===== src/design/dci_defines.svh =====
`ifndef DCI_DEFINES_SVH
`define DCI_DEFINES_SVH
// register offsets on the serial control port
`define DCI_OFS_STYLE 7'h39
`define DCI_OFS_TX_TUNE 7'h3A
`define DCI_OFS_RX_TUNE 7'h3B
`define DCI_OFS_TAP 7'h3C
`define DCI_OFS_NEGATE 7'h3D
`define DCI_OFS_PULSE 7'h3E
`define DCI_OFS_RX_IF 7'h3F
// doubler style register fields
`define DCI_BIT_RX_DBL_RST 7
`define DCI_BIT_TX_DBL_RST 6
`define DCI_BIT_RX_STYLE 1
`define DCI_BIT_TX_STYLE 0
`define DCI_MASK_STYLE 8'h03
// sign inversion fields
`define DCI_BIT_RX_Q_NEG 3
`define DCI_BIT_RX_I_NEG 2
`define DCI_BIT_TX_Q_NEG 1
`define DCI_BIT_TX_I_NEG 0
`define DCI_MASK_NEGATE 8'h0F
// pulse width fields
`define DCI_TX_PW_HI 5
`define DCI_TX_PW_LO 3
`define DCI_RX_PW_HI 2
`define DCI_RX_PW_LO 0
`define DCI_MASK_PULSE 8'h3F
// receive interface fields
`define DCI_BIT_RX_CLK_SEL 6
`define DCI_BIT_RX_BUS_SEL 5
`define DCI_BIT_SINGLE_RX 4
`define DCI_BIT_TRANSMIT_CLOCK_PIN_BEH 3
`define DCI_BIT_HD_BUS_PIN 2
`define DCI_BIT_HD_SUBMODE 1
`define DCI_BIT_FULL_DUPLEX 0
`define DCI_MASK_RX_IF 8'h7F
// reset values
`define DCI_RST_STYLE 8'h00
`define DCI_RST_TUNE 8'h55
`define DCI_RST_TAP 8'h00
`define DCI_RST_NEGATE 8'h00
`define DCI_RST_PULSE 8'h00
`define DCI_RST_RX_IF 8'h00
// sample format
`define DCI_SAMPLE_W 12
`define DCI_SAMPLE_MAX 12'h07FF
`define DCI_SAMPLE_MIN 12'h0800
`endif


===== src/design/dci_pkg.sv =====
package dci_pkg;
  // one register write from the serial port
  typedef struct packed {
    logic wr;
    logic [6:0] addr;
    logic [7:0] data;
  } dci_wreq_t;
  // one i/q sample pair
  typedef struct packed {
    logic [11:0] i;
    logic [11:0] q;
  } dci_pair_t;
  // serial frame phase
  typedef enum logic [1:0] {DCI_SP_CMD, DCI_SP_LOAD, DCI_SP_DATA} dci_sp_state_t;
endpackage


===== src/design/dci_serial_port.sv =====
`timescale 1ns/10ps
// 16-bit frame, msb first: read flag, 7-bit address, 8 data bits
module dci_serial_port (
  // clock and reset
  input wire logic clk_in,
  input wire logic reset_in,
  // serial pins
  input wire logic sclk_in,
  input wire logic cs_n_in,
  input wire logic sdi_in,
  output logic sdo_out,
  output logic sdo_oe_out,
  // register side
  input wire logic [7:0] rdata_in,
  output logic [6:0] raddr_out,
  output dci_pkg::dci_wreq_t wreq_out
);
  logic sclk_r;
  logic rd_r;
  logic [4:0] cnt_r;
  logic [14:0] shift_r;
  logic [7:0] out_r;
  dci_pkg::dci_sp_state_t state_r;
  logic rise;
  logic fall;

  // sclk is sampled by clk_in, so it must run well below 50 MHz
  assign rise = sclk_in & ~sclk_r & ~cs_n_in;
  assign fall = ~sclk_in & sclk_r & ~cs_n_in;

  // edge history
  always_ff @(posedge clk_in)
  begin
    if (reset_in)
      sclk_r <= 1'b0;
    else
      sclk_r <= sclk_in;
  end

  // frame sequencing
  always_ff @(posedge clk_in)
  begin
    if (reset_in || cs_n_in)
    begin
      state_r <= dci_pkg::DCI_SP_CMD;
      cnt_r <= 5'h00;
      shift_r <= 15'h0000;
      rd_r <= 1'b0;
      raddr_out <= 7'h00;
      wreq_out <= '0;
    end
    else
    begin
      wreq_out.wr <= 1'b0;
      if (rise)
      begin
        shift_r <= {shift_r[13:0], sdi_in};
        cnt_r <= cnt_r + 5'h01;
      end
      unique case (state_r)
        dci_pkg::DCI_SP_CMD:
          if (rise && cnt_r == 5'h07)
          begin
            rd_r <= shift_r[6];
            raddr_out <= {shift_r[5:0], sdi_in};
            state_r <= dci_pkg::DCI_SP_LOAD;
          end
        dci_pkg::DCI_SP_LOAD:
          state_r <= dci_pkg::DCI_SP_DATA;
        dci_pkg::DCI_SP_DATA:
          if (rise && cnt_r == 5'h0F)
          begin
            wreq_out.wr <= ~rd_r;
            wreq_out.addr <= raddr_out;
            wreq_out.data <= {shift_r[6:0], sdi_in};
            cnt_r <= 5'h00;
            state_r <= dci_pkg::DCI_SP_CMD;
          end
        // the unused fourth code falls back to the command phase
        default:
          state_r <= dci_pkg::DCI_SP_CMD;
      endcase
    end
  end

  // read data leaves on falling sclk so the master samples it on rising
  always_ff @(posedge clk_in)
  begin
    if (reset_in || cs_n_in)
    begin
      out_r <= 8'h00;
      sdo_out <= 1'b0;
      sdo_oe_out <= 1'b0;
    end
    else if (state_r == dci_pkg::DCI_SP_LOAD)
      out_r <= rdata_in;
    else if (state_r == dci_pkg::DCI_SP_DATA && rd_r && fall)
    begin
      sdo_out <= out_r[7];
      sdo_oe_out <= 1'b1;
      out_r <= {out_r[6:0], 1'b0};
    end
  end
endmodule


===== src/design/dci_config_top.sv =====
`timescale 1ns/10ps
`include "dci_defines.svh"
module dci_config_top (
  // clock and reset
  input wire logic clk_in,
  input wire logic reset_in,
  // serial control port
  input wire logic sclk_in,
  input wire logic cs_n_in,
  input wire logic sdi_in,
  output logic sdo_out,
  output logic sdo_oe_out,
  // converter samples
  input wire dci_pkg::dci_pair_t rx_adc_in,
  input wire dci_pkg::dci_pair_t tx_host_in,
  input wire logic dll_clk_in,
  output dci_pkg::dci_pair_t rx_host_out,
  output logic [11:0] rx_single_out,
  output dci_pkg::dci_pair_t tx_dac_out,
  // receive path steering
  output logic [1:0] rx_path_enable_out,
  output logic rx_clock_i_side_out,
  // interface mode
  output logic full_duplex_out,
  output logic half_duplex_clock_submode_out,
  output logic half_duplex_bus_pin_ctl_out,
  output logic transmit_clock_pin_out,
  output logic transmit_clock_pin_oe_out,
  // clock doubler controls
  output logic rx_doubler_style_out,
  output logic tx_doubler_style_out,
  output logic receive_doubler_reset_out,
  output logic transmit_doubler_reset_out,
  output logic [7:0] tx_doubler_tuning_out,
  output logic [7:0] rx_doubler_tuning_out,
  output logic [7:0] doubler_initial_tap_delay_out,
  output logic [2:0] tx_doubler_pulse_width_out,
  output logic [2:0] rx_doubler_pulse_width_out
);
  logic [7:0] style_r;
  logic [7:0] tx_tune_r;
  logic [7:0] rx_tune_r;
  logic [7:0] tap_r;
  logic [7:0] negate_r;
  logic [7:0] pulse_r;
  logic [7:0] rx_if_r;
  logic [7:0] rdata;
  logic [6:0] raddr;
  logic one_clock_mode;
  dci_pkg::dci_wreq_t wreq;

  // two's complement negate; the most negative code saturates
  // because its true negation does not fit in 12 bits
  function automatic logic [11:0] dci_negate(input logic [11:0] s, input logic en);
    logic [11:0] r;
    r = s;
    if (en)
      r = (s == `DCI_SAMPLE_MIN) ? `DCI_SAMPLE_MAX : 12'(~s + 12'h001);
    return r;
  endfunction

  dci_serial_port u_port (
    .clk_in(clk_in),
    .reset_in(reset_in),
    .sclk_in(sclk_in),
    .cs_n_in(cs_n_in),
    .sdi_in(sdi_in),
    .sdo_out(sdo_out),
    .sdo_oe_out(sdo_oe_out),
    .rdata_in(rdata),
    .raddr_out(raddr),
    .wreq_out(wreq)
  );

  // register writes; unused bits are masked at the write
  always_ff @(posedge clk_in)
  begin
    if (reset_in)
    begin
      style_r <= `DCI_RST_STYLE;
      tx_tune_r <= `DCI_RST_TUNE;
      rx_tune_r <= `DCI_RST_TUNE;
      tap_r <= `DCI_RST_TAP;
      negate_r <= `DCI_RST_NEGATE;
      pulse_r <= `DCI_RST_PULSE;
      rx_if_r <= `DCI_RST_RX_IF;
    end
    else if (wreq.wr)
    begin
      unique case (wreq.addr)
        `DCI_OFS_STYLE: style_r <= wreq.data & `DCI_MASK_STYLE;
        `DCI_OFS_TX_TUNE: tx_tune_r <= wreq.data;
        `DCI_OFS_RX_TUNE: rx_tune_r <= wreq.data;
        `DCI_OFS_TAP: tap_r <= wreq.data;
        `DCI_OFS_NEGATE: negate_r <= wreq.data & `DCI_MASK_NEGATE;
        `DCI_OFS_PULSE: pulse_r <= wreq.data & `DCI_MASK_PULSE;
        `DCI_OFS_RX_IF: rx_if_r <= wreq.data & `DCI_MASK_RX_IF;
        default: ;
      endcase
    end
  end

  // read mux; unmapped addresses read zero
  always_comb
  begin
    unique case (raddr)
      `DCI_OFS_STYLE: rdata = style_r;
      `DCI_OFS_TX_TUNE: rdata = tx_tune_r;
      `DCI_OFS_RX_TUNE: rdata = rx_tune_r;
      `DCI_OFS_TAP: rdata = tap_r;
      `DCI_OFS_NEGATE: rdata = negate_r;
      `DCI_OFS_PULSE: rdata = pulse_r;
      `DCI_OFS_RX_IF: rdata = rx_if_r;
      default: rdata = 8'h00;
    endcase
  end

  // doubler reset bits self-clear: one pulse per write of 1
  always_ff @(posedge clk_in)
  begin
    if (reset_in)
    begin
      receive_doubler_reset_out <= 1'b0;
      transmit_doubler_reset_out <= 1'b0;
    end
    else
    begin
      receive_doubler_reset_out <= wreq.wr && wreq.addr == `DCI_OFS_STYLE
        && wreq.data[`DCI_BIT_RX_DBL_RST];
      transmit_doubler_reset_out <= wreq.wr && wreq.addr == `DCI_OFS_STYLE
        && wreq.data[`DCI_BIT_TX_DBL_RST];
    end
  end

  // doubler settings; outputs trail the registers by one cycle
  always_ff @(posedge clk_in)
  begin
    if (reset_in)
    begin
      rx_doubler_style_out <= 1'b0;
      tx_doubler_style_out <= 1'b0;
      tx_doubler_tuning_out <= `DCI_RST_TUNE;
      rx_doubler_tuning_out <= `DCI_RST_TUNE;
      doubler_initial_tap_delay_out <= `DCI_RST_TAP;
      tx_doubler_pulse_width_out <= 3'h0;
      rx_doubler_pulse_width_out <= 3'h0;
    end
    else
    begin
      rx_doubler_style_out <= style_r[`DCI_BIT_RX_STYLE];
      tx_doubler_style_out <= style_r[`DCI_BIT_TX_STYLE];
      tx_doubler_tuning_out <= tx_tune_r;
      rx_doubler_tuning_out <= rx_tune_r;
      doubler_initial_tap_delay_out <= tap_r;
      tx_doubler_pulse_width_out <= pulse_r[`DCI_TX_PW_HI:`DCI_TX_PW_LO];
      rx_doubler_pulse_width_out <= pulse_r[`DCI_RX_PW_HI:`DCI_RX_PW_LO];
    end
  end

  // half duplex with the one-clock submode
  assign one_clock_mode = ~rx_if_r[`DCI_BIT_FULL_DUPLEX] & ~rx_if_r[`DCI_BIT_HD_SUBMODE];

  // interface mode and transmit clock pin; dll clock is retimed, so
  // it must be slower than half of clk_in to pass intact
  always_ff @(posedge clk_in)
  begin
    if (reset_in)
    begin
      full_duplex_out <= 1'b0;
      half_duplex_clock_submode_out <= 1'b0;
      half_duplex_bus_pin_ctl_out <= 1'b0;
      transmit_clock_pin_out <= 1'b0;
      transmit_clock_pin_oe_out <= 1'b0;
    end
    else
    begin
      full_duplex_out <= rx_if_r[`DCI_BIT_FULL_DUPLEX];
      half_duplex_clock_submode_out <= rx_if_r[`DCI_BIT_HD_SUBMODE];
      half_duplex_bus_pin_ctl_out <= rx_if_r[`DCI_BIT_HD_BUS_PIN];
      transmit_clock_pin_out <= dll_clk_in & rx_if_r[`DCI_BIT_TRANSMIT_CLOCK_PIN_BEH];
      transmit_clock_pin_oe_out <= one_clock_mode & rx_if_r[`DCI_BIT_TRANSMIT_CLOCK_PIN_BEH];
    end
  end

  // receive steering
  always_ff @(posedge clk_in)
  begin
    if (reset_in)
    begin
      rx_path_enable_out <= 2'b11;
      rx_clock_i_side_out <= 1'b0;
    end
    else if (rx_if_r[`DCI_BIT_SINGLE_RX])
    begin
      rx_path_enable_out <= rx_if_r[`DCI_BIT_RX_BUS_SEL] ? 2'b10 : 2'b01;
      rx_clock_i_side_out <= rx_if_r[`DCI_BIT_RX_CLK_SEL];
    end
    else
    begin
      rx_path_enable_out <= 2'b11;
      rx_clock_i_side_out <= 1'b0;
    end
  end

  // sample paths, one register stage each
  always_ff @(posedge clk_in)
  begin
    if (reset_in)
    begin
      rx_host_out <= '0;
      rx_single_out <= 12'h000;
      tx_dac_out <= '0;
    end
    else
    begin
      rx_host_out.q <= dci_negate(rx_adc_in.q, negate_r[`DCI_BIT_RX_Q_NEG]);
      rx_host_out.i <= dci_negate(rx_adc_in.i, negate_r[`DCI_BIT_RX_I_NEG]);
      tx_dac_out.q <= dci_negate(tx_host_in.q, negate_r[`DCI_BIT_TX_Q_NEG]);
      tx_dac_out.i <= dci_negate(tx_host_in.i, negate_r[`DCI_BIT_TX_I_NEG]);
      rx_single_out <= rx_if_r[`DCI_BIT_RX_BUS_SEL]
        ? dci_negate(rx_adc_in.i, negate_r[`DCI_BIT_RX_I_NEG])
        : dci_negate(rx_adc_in.q, negate_r[`DCI_BIT_RX_Q_NEG]);
    end
  end

  // checks
  property p_rx_q_negate;
    @(posedge clk_in) disable iff (reset_in)
    negate_r[3] && rx_adc_in.q != 12'h800
      |=> 12'(rx_host_out.q + $past(rx_adc_in.q)) == 12'h000;
  endproperty
  a_rx_q_negate: assert property (p_rx_q_negate) else $error("rx q not negated");

  property p_rx_i_pass;
    @(posedge clk_in) disable iff (reset_in)
    !negate_r[2] |=> rx_host_out.i == $past(rx_adc_in.i);
  endproperty
  a_rx_i_pass: assert property (p_rx_i_pass) else $error("rx i altered");

  property p_tx_q_negate;
    @(posedge clk_in) disable iff (reset_in)
    negate_r[1] |=> ($past(tx_host_in.q) == 12'h800) ? tx_dac_out.q == 12'h7FF
      : 12'(tx_dac_out.q + $past(tx_host_in.q)) == 12'h000;
  endproperty
  a_tx_q_negate: assert property (p_tx_q_negate) else $error("tx q not negated");

  property p_tx_i_sum;
    @(posedge clk_in) disable iff (reset_in)
    negate_r[0] && tx_host_in.i != 12'h800 |=> 12'(tx_dac_out.i + $past(tx_host_in.i)) == 12'h000;
  endproperty
  a_tx_i_sum: assert property (p_tx_i_sum) else $error("tx i not negated");

  property p_pin_ignored;
    @(posedge clk_in) disable iff (reset_in)
    (rx_if_r[0] || rx_if_r[1]) |=> !transmit_clock_pin_oe_out;
  endproperty
  a_pin_ignored: assert property (p_pin_ignored) else $error("tx clock pin driven");

  property p_pin_driven;
    @(posedge clk_in) disable iff (reset_in)
    !rx_if_r[0] && !rx_if_r[1] && rx_if_r[3] ##1 rx_if_r[3] |-> transmit_clock_pin_oe_out;
  endproperty
  a_pin_driven: assert property (p_pin_driven) else $error("tx clock pin idle");

  property p_dbl_reset;
    @(posedge clk_in) disable iff (reset_in)
    wreq.wr && wreq.addr == 7'h39 && wreq.data[7] |=> receive_doubler_reset_out
      ##1 !receive_doubler_reset_out || $past(wreq.wr);
  endproperty
  a_dbl_reset: assert property (p_dbl_reset) else $error("rx doubler reset pulse");

  property p_single_path;
    @(posedge clk_in) disable iff (reset_in)
    rx_if_r[4] ##1 rx_if_r[4] |-> rx_path_enable_out != 2'b11;
  endproperty
  a_single_path: assert property (p_single_path) else $error("both paths on");

  property p_unused_zero;
    @(posedge clk_in) disable iff (reset_in)
    wreq.wr && wreq.addr == 7'h3D |=> negate_r[7:4] == 4'h0
      && negate_r[3:0] == $past(wreq.data[3:0]);
  endproperty
  a_unused_zero: assert property (p_unused_zero) else $error("negate reg write");

  property p_pulse_width;
    @(posedge clk_in) disable iff (reset_in)
    wreq.wr && wreq.addr == 7'h3E |-> ##2 tx_doubler_pulse_width_out == $past(wreq.data[5:3], 2);
  endproperty
  a_pulse_width: assert property (p_pulse_width) else $error("tx pulse width");

  c_write: cover property (@(posedge clk_in) wreq.wr && wreq.addr == 7'h3F);
  c_single_i: cover property (@(posedge clk_in) rx_path_enable_out == 2'b10);
  c_pin_on: cover property (@(posedge clk_in) transmit_clock_pin_oe_out);
endmodule


===== config.mk =====
export PLATFORM = sky130hd
export DESIGN_NAME = dci_config_top
export DESIGN_NICKNAME = d
export VERILOG_FILES = /design/src/design/dci_pkg.sv /design/src/design/dci_serial_port.sv /design/src/design/dci_config_top.sv
export VERILOG_INCLUDE_DIRS = /design/src /design/src/design
export SDC_FILE = /design/constraint.sdc
export NUM_CORES = 1
export LEC_CHECK = 0
export BUFFER_PORTS_ARGS = -buffer_cell sky130_fd_sc_hd__buf_2
export CORE_UTILIZATION = 54
export DETAILED_ROUTE_END_ITERATION = 10
export PLACE_DENSITY_LB_ADDON = 0.12
export SLEW_MARGIN = 20
export SYNTH_ARGS = -nofsm -noshare
export SYNTH_HDL_FRONTEND = slang
export SYNTH_SLANG_ARGS = --single-unit

===== constraint.sdc =====
create_clock -name clk_in -period 2.7 [get_ports clk_in]
set_input_delay 0.27 -clock clk_in [delete_from_list [all_inputs] [get_ports clk_in]]
set_output_delay 0.27 -clock clk_in [all_outputs]
set_load 0.005 [all_outputs]

; After elaboration in Yosys (flattened, before gate mapping)
; Index checks and enable logic that the tools add are counted.
[word_totals]
n_memories = 0
mem_bits_rw = 0
output_inout_bits = 104
rom_bits = 0
word_cells = 132
regBits = 194
latch_bits = 0
inputBits = 54
[classes]
mul = 0
reduce_logical = 23
mux = 19
addsub = 5
n_shift = 0
eq_ne = 24
bitwise = 21
magnitude_cmp = 0
div = 0
[ops]
columns = operator, n
row1 = 2-to-1 mux 12 bit, 9
row2 = equality test 7 x 6 -> 1 bit (second input constant), 14
row3 = one-hot mux 8 bit (7 select lines), 1
row4 = adder 12 x 1 -> 12 bit (second input constant), 4
row5 = equality test 12 bit (second input constant), 4
row6 = inverter 12 bit, 4
row7 = AND reduction 2 bit, 11
row8 = 2-to-1 mux 8 bit, 2
row9 = 2-to-1 mux 5 bit, 3
row10 = inverter 1 bit, 10
row11 = bitwise AND 1 bit, 7
row12 = logical AND 1 bit, 7
row13 = 2-to-1 mux 2 bit, 3
row14 = one-hot mux 2 bit (3 select lines), 1
row15 = adder 5 x 1 -> 5 bit (second input constant), 1
row16 = equality test 5 x 3 -> 1 bit (second input constant), 1
row17 = equality test 5 x 4 -> 1 bit (second input constant), 1
row18 = inequality test 2 x 1 -> 1 bit (second input constant), 2
row19 = OR reduction 3 bit, 1
row20 = equality test 2 x 1 -> 1 bit (second input constant), 1
row21 = equality test 2 bit (second input constant), 1
row22 = logical NOT 2 bit, 1
row23 = nonzero test 2 bit, 1
row24 = OR reduction 2 bit, 1
row25 = logical OR 1 bit, 1

; Depth between registers and ports, before layout
[depth]
word_depth = 6
ltp_mapped = 9
depth_no_buf = 7

; By module
; Synthesis repeated with hierarchy kept, for this count alone.
[unflattened]
hier_cells = 840
area_unflattened_um2 = 7831.3
[by_module_without_submodules]
columns = mod, area_per_inst_um2, cells_per_inst, seq_area_each_um2, n_inst
row1 = dci_config_top, 5794.3, 604, 2902.8, 1
row2 = dci_serial_port, 2037.0, 236, 980.9, 1

; Worst setup path after synthesis
; No wires, ideal clock.
[synth_timing]
path_kind = input -> register
from = in rx_adc_in[0] (netlist bit)
to = reg rx_single_out[10]
t_required_ps = 2579
path_stages = 8
n_path_buf = 1
t_arrival_ps = 1929
path_slack_ps = 649
cell_sequence = inv_1 -> ha_1 -> or4b_1 -> buf_2 -> or4_1 -> a21oi_1 -> a311oi_1 -> mux2_4
[synth_between]
elab_chain_cells = 5
word_cells_on_any_way = 6
[synth_rtl]
columns = element, line
row1 = "start, declared", dci_config_top.sv:14  ; input wire dci_pkg::dci_pair_t rx_adc_in,
row2 = inverter 12 bit, dci_config_top.sv:58  ; r = (s == `DCI_SAMPLE_MIN) ? `DCI_SAMPLE_MAX : 12'(~s + 12'h001);
row3 = adder 12 x 1 -> 12 bit, dci_config_top.sv:58
row4 = 2-to-1 mux 12 bit *, dci_config_top.sv:58
row5 = 2-to-1 mux 12 bit *, dci_config_top.sv:57  ; if (en)
row6 = 2-to-1 mux 12 bit *, dci_config_top.sv:220  ; rx_single_out <= rx_if_r[`DCI_BIT_RX_BUS_SEL]
row7 = "end signal, assigned", dci_config_top.sv:220
row8 = "end, declared", dci_config_top.sv:18  ; output logic [11:0] rx_single_out,
; Mark *: on every way between the ends. The rest lies on a longest branch, timed or not.
; A chain may end at the register's enable or synchronous reset.

; Final worst setup path
[layout_timing]
from = reg u_port.cnt_r[0]
to = reg u_port.wreq_out[12] (netlist bit)
[layout_between]
elab_chain_cells = 3
[layout_rtl]
columns = element, line
row1 = "start, declared", dci_serial_port.sv:20  ; logic [4:0] cnt_r;
row2 = "start signal, assigned", dci_serial_port.sv:58  ; cnt_r <= cnt_r + 5'h01;
row3 = equality test 5 x 4 -> 1 bit, dci_serial_port.sv:71  ; if (rise && cnt_r == 5'h0F)
row4 = logical AND 1 bit, dci_serial_port.sv:71
row5 = AND reduction 2 bit (no source line), --
row6 = "end, declared", dci_serial_port.sv:16  ; output dci_pkg::dci_wreq_t wreq_out
; Every way passes these cells.

==> metrics.md <==
| Metric | Value |
|---|---|
| CTS max path bufs | 2 |
| Min Tclk post-route | 2.11 ns |
| Initial core utilization | 55.3% |
| Routed vias | 6395 |
| Critical path peak fanout | 15 |
| Residual DRC count | 0 |
| Synth Instances | 795 |
| Worst EP arrival | 2.49 ns |
| WP depth | 6 |
| Seq/Total Area, Yosys | 50.8% |
| Total core area | 13800 um^2 |
| Die area | 14600 um^2 |
| Largest net degree at the start of global routing | 90 |
| Peak supply drop | 0.502 mV |
| Worst hold path class | input port to flop |
| Critical path endpoint category | flop |
| Fin util | 66.5% |
| Mux cell area share after synthesis | 8.37% |
| Via/cell ratio | 5.67 |
| RSZ-0062 raised after global routing | no |
| Post-synthesis simple-gate area fraction | 20.4% |
| Antenna violations before repair | 0 |
| Actual slew at the worst max-slew pin | 0.944 ns |
| # diodes | 0 |
| Slowest-stage cell, CP | nor2_1 |
| Reg2reg end | u_port.wreq_out[12] |
| Vias in the first global route | 6068 |
| Period utilization | 78.3% |
| Final setup viols | 0 |
| Critical R2R Launch | u_port.cnt_r[0] |
| Grt ovf | 0 |
| H-Tree Depth | 4 |
| Crit path buf inv count | 0 |
| Largest family of logic cells by synthesized area | simple AND/OR/NAND/NOR gates |
| CP startpoint kind | flop |
| Cell area after synthesis | 7650 um^2 |
| TritonCTS buffer count | 17 |
| Slew headroom | 36.8% |
| CP max stage delay | 0.74 ns |
| Synth Area in Compound Gates | 13.3% |
| GRT Util Overall | 25.8% |
| Worst r2r path cells | 6 |
| Reg2reg setup slack | 0.59 ns |
| Synth Area in XOR/XNOR | 2.98% |
| Clock latency on the worst-skew pair | 0.43 ns |
| Worst Clk Skew | 0.0100 ns |
| Synth Warn # | 0 |
| First-pass iteration count of the detailed router | 5 |
| Sink Count | 194 |
| Number of flops mapped to enable cells by yosys | 0 |
| Fraction of layout cells with a size suffix above 1 | 24.7% |
| Run status | finished clean |
| Clk root buf | clkbuf_16 |
| Post-CTS Resized | 0 |
| I/O Pins | 158 |
| Iter 0 DRT Violations | 413 |
| Synth Area in Adders | 0.981% |
| Hold-fix buffers, CTS | 0 |
| Critical path's top delay family | simple AND/OR/NAND/NOR gates |
| Max_cap viols | 0 |
| Die width | 121 um |
| Die H | 121 um |
| Slew Viols, Final | 0 |
| Dpl hpwl | 13.0 mm |
| Sequence of cells on the critical path | ha_1 -> and3_1 -> ha_1 -> nand3_1 -> nor2_1 -> a22o_1 |
| Syn Nets | 855 |
| Cell Rows | 43 |
| Routability cong. | 0.929 |
| CP endpoint | u_port.wreq_out[12] |
| Most common flop cell mapped by yosys | dfxtp_1 |
| Total wire length | 18.4 mm |
| Worst path most repeated cell | ha_1 |
| Total power | 5.86 mW |
| Port bufs | 157 |
| Final Hold Fails | 0 |
| Routed len/inst | 16.3 um |
| Most frequent cells in the layout | dfxtp_1, buf_2, nor2_1 |
| Crit path kind | flop to flop |
| Unique cell type count in the Yosys netlist | 63 |
| Final ANT Viol Nets | 0 |
| TritonCTS clock tree | done |
| Critical Path Source | u_port.cnt_r[0] |
| Pwr Density | 637 nW/um^2 |
| Ys async rst share | 0% |
| Worst path required time | 3.07 ns |
| Commonest non-fill, non-tap cell in the layout | dfxtp_1 |
| Post-CTS setup buffer count | 0 |
| Synthesized flop and latch total | 194 |
| Syn Area/Cell | 9.62 um^2 |
| Leakage Power | 3.78 nW |
| Fin nets | 995 |
| Area Growth Syn to Fin | 20.2% |
| Setup TNS | 0 ns |
| Clock slew seen by the registers of the worst setup and hold paths | 0.07 ns |
| First-pass GRT wire length | 29.5 mm |
| Fmax | 473 MHz |
[kinds of logic after synthesis]
| group | count (synthesis) |
|---|---|
| DFF | 194 |
| AOI/OAI and AO/OA | 147 |
| buffers and inverters | 64 |
| and+or+nand+nor | 300 |
| muxes | 58 |
| xor gates and xnor gates | 26 |
| adders and majority gates | 6 |
[sequential cells by signal, summed over array words and instances (netlist names), 7 cells and up]
register / count
rx_host_out: 24
tx_dac_out: 24
u_port.wreq_out: 16
rx_single_out: 12
doubler_initial_tap_delay_out: 8
rx_doubler_tuning_out: 8
rx_tune_r: 8
tap_r: 8
tx_doubler_tuning_out: 8
tx_tune_r: 8
u_port.out_r: 8
rx_if_r: 7
u_port.raddr_out: 7
u_port.shift_r: 7
[stage by stage]
stage	hold WS, ns	instances	instance area (um^2)	worst slack, ns
finish	0.0803	1128	9200	0.586
global route	0.0827	1128	9200	0.369
CTS	0.0713	1128	9200	0.554
detailed placement	0.448	1096	8580	0.290
global placement	0.443	1096	8580	0.380
floorplan	0.370	795	7650	0.649
[synth_stat cells (8+ instances only)]
| library cell | instances | area [um^2] |
|---|---|---|
| a211o_1 | 8 | 70.1 |
| a211oi_1 | 10 | 75.1 |
| a21oi_1 | 48 | 240 |
| a22o_1 | 18 | 158 |
| a31oi_1 | 8 | 50.1 |
| and3_1 | 9 | 56.3 |
| clkbuf_1 | 37 | 139 |
| dfxtp_1 | 194 | 3880 |
| inv_1 | 16 | 60.1 |
| mux2i_1 | 49 | 490 |
| nand2_1 | 48 | 180 |
| nand2b_1 | 8 | 50.1 |
| nand3_1 | 9 | 45.0 |
| nand4_1 | 9 | 56.3 |
| nor2_1 | 95 | 357 |
| nor2b_1 | 46 | 288 |
| nor3_1 | 17 | 85.1 |
| nor4_1 | 8 | 50.1 |
| o22ai_1 | 11 | 68.8 |
| or2_2 | 13 | 81.3 |
| or3_1 | 9 | 56.3 |
| xnor2_1 | 12 | 105 |
| xor2_1 | 14 | 123 |
[worst min-delay path by stage]
stage / slack (ns) / cells after the start / from / endpoint
after floorplan: 0.37 / 1 / tx_host_in[19] / tx_dac_out[19]
after global placement: 0.44 / 1 / rx_tune_r[6] / rx_doubler_tuning_out[6]
after detailed placement: 0.45 / 1 / rx_tune_r[4] / rx_doubler_tuning_out[4]
after CTS: 0.07 / 2 / tx_host_in[23] / tx_dac_out[23]
after global routing: 0.08 / 2 / dll_clk_in / transmit_clock_pin_out
final: 0.08 / 2 / dll_clk_in / transmit_clock_pin_out
[report_power, final]
group	internal, mW	switching [mW]	total [mW]
Clock	1.49	1.14	2.63
Sequential	2.91	0.0143	2.92
Combinational	0.122	0.183	0.305
Total	4.52	1.34	5.86
[layout make-up]
type / count / area, um^2
clock buffers: 17 / 425
clock inverters: 15 / 198
repair buffers: 169 / 891
multi-input cells: 537 / 3520
fillers: 1063 / 4630
inverters: 16 / 60.1
well taps: 180 / 225
flip-flops and latches: 194 / 3880
[worst reg2reg max path, stage by stage, from the launching register on]
cell and delay, ns:
dfxtp_1 0.38, ha_1 0.22, and3_1 0.17, ha_1 0.18, nand3_1 0.12, nor2_1 0.74, a22o_1 0.25
[per-layer routing]
metal  part of all wire, %  track usage (%)
met4                   2.8             12.8
met1                    44             31.8
met5                     0                0
met2                    48             43.1
met3                   5.8             4.93
No activity file was read; power rests on OpenSTA's default activity.
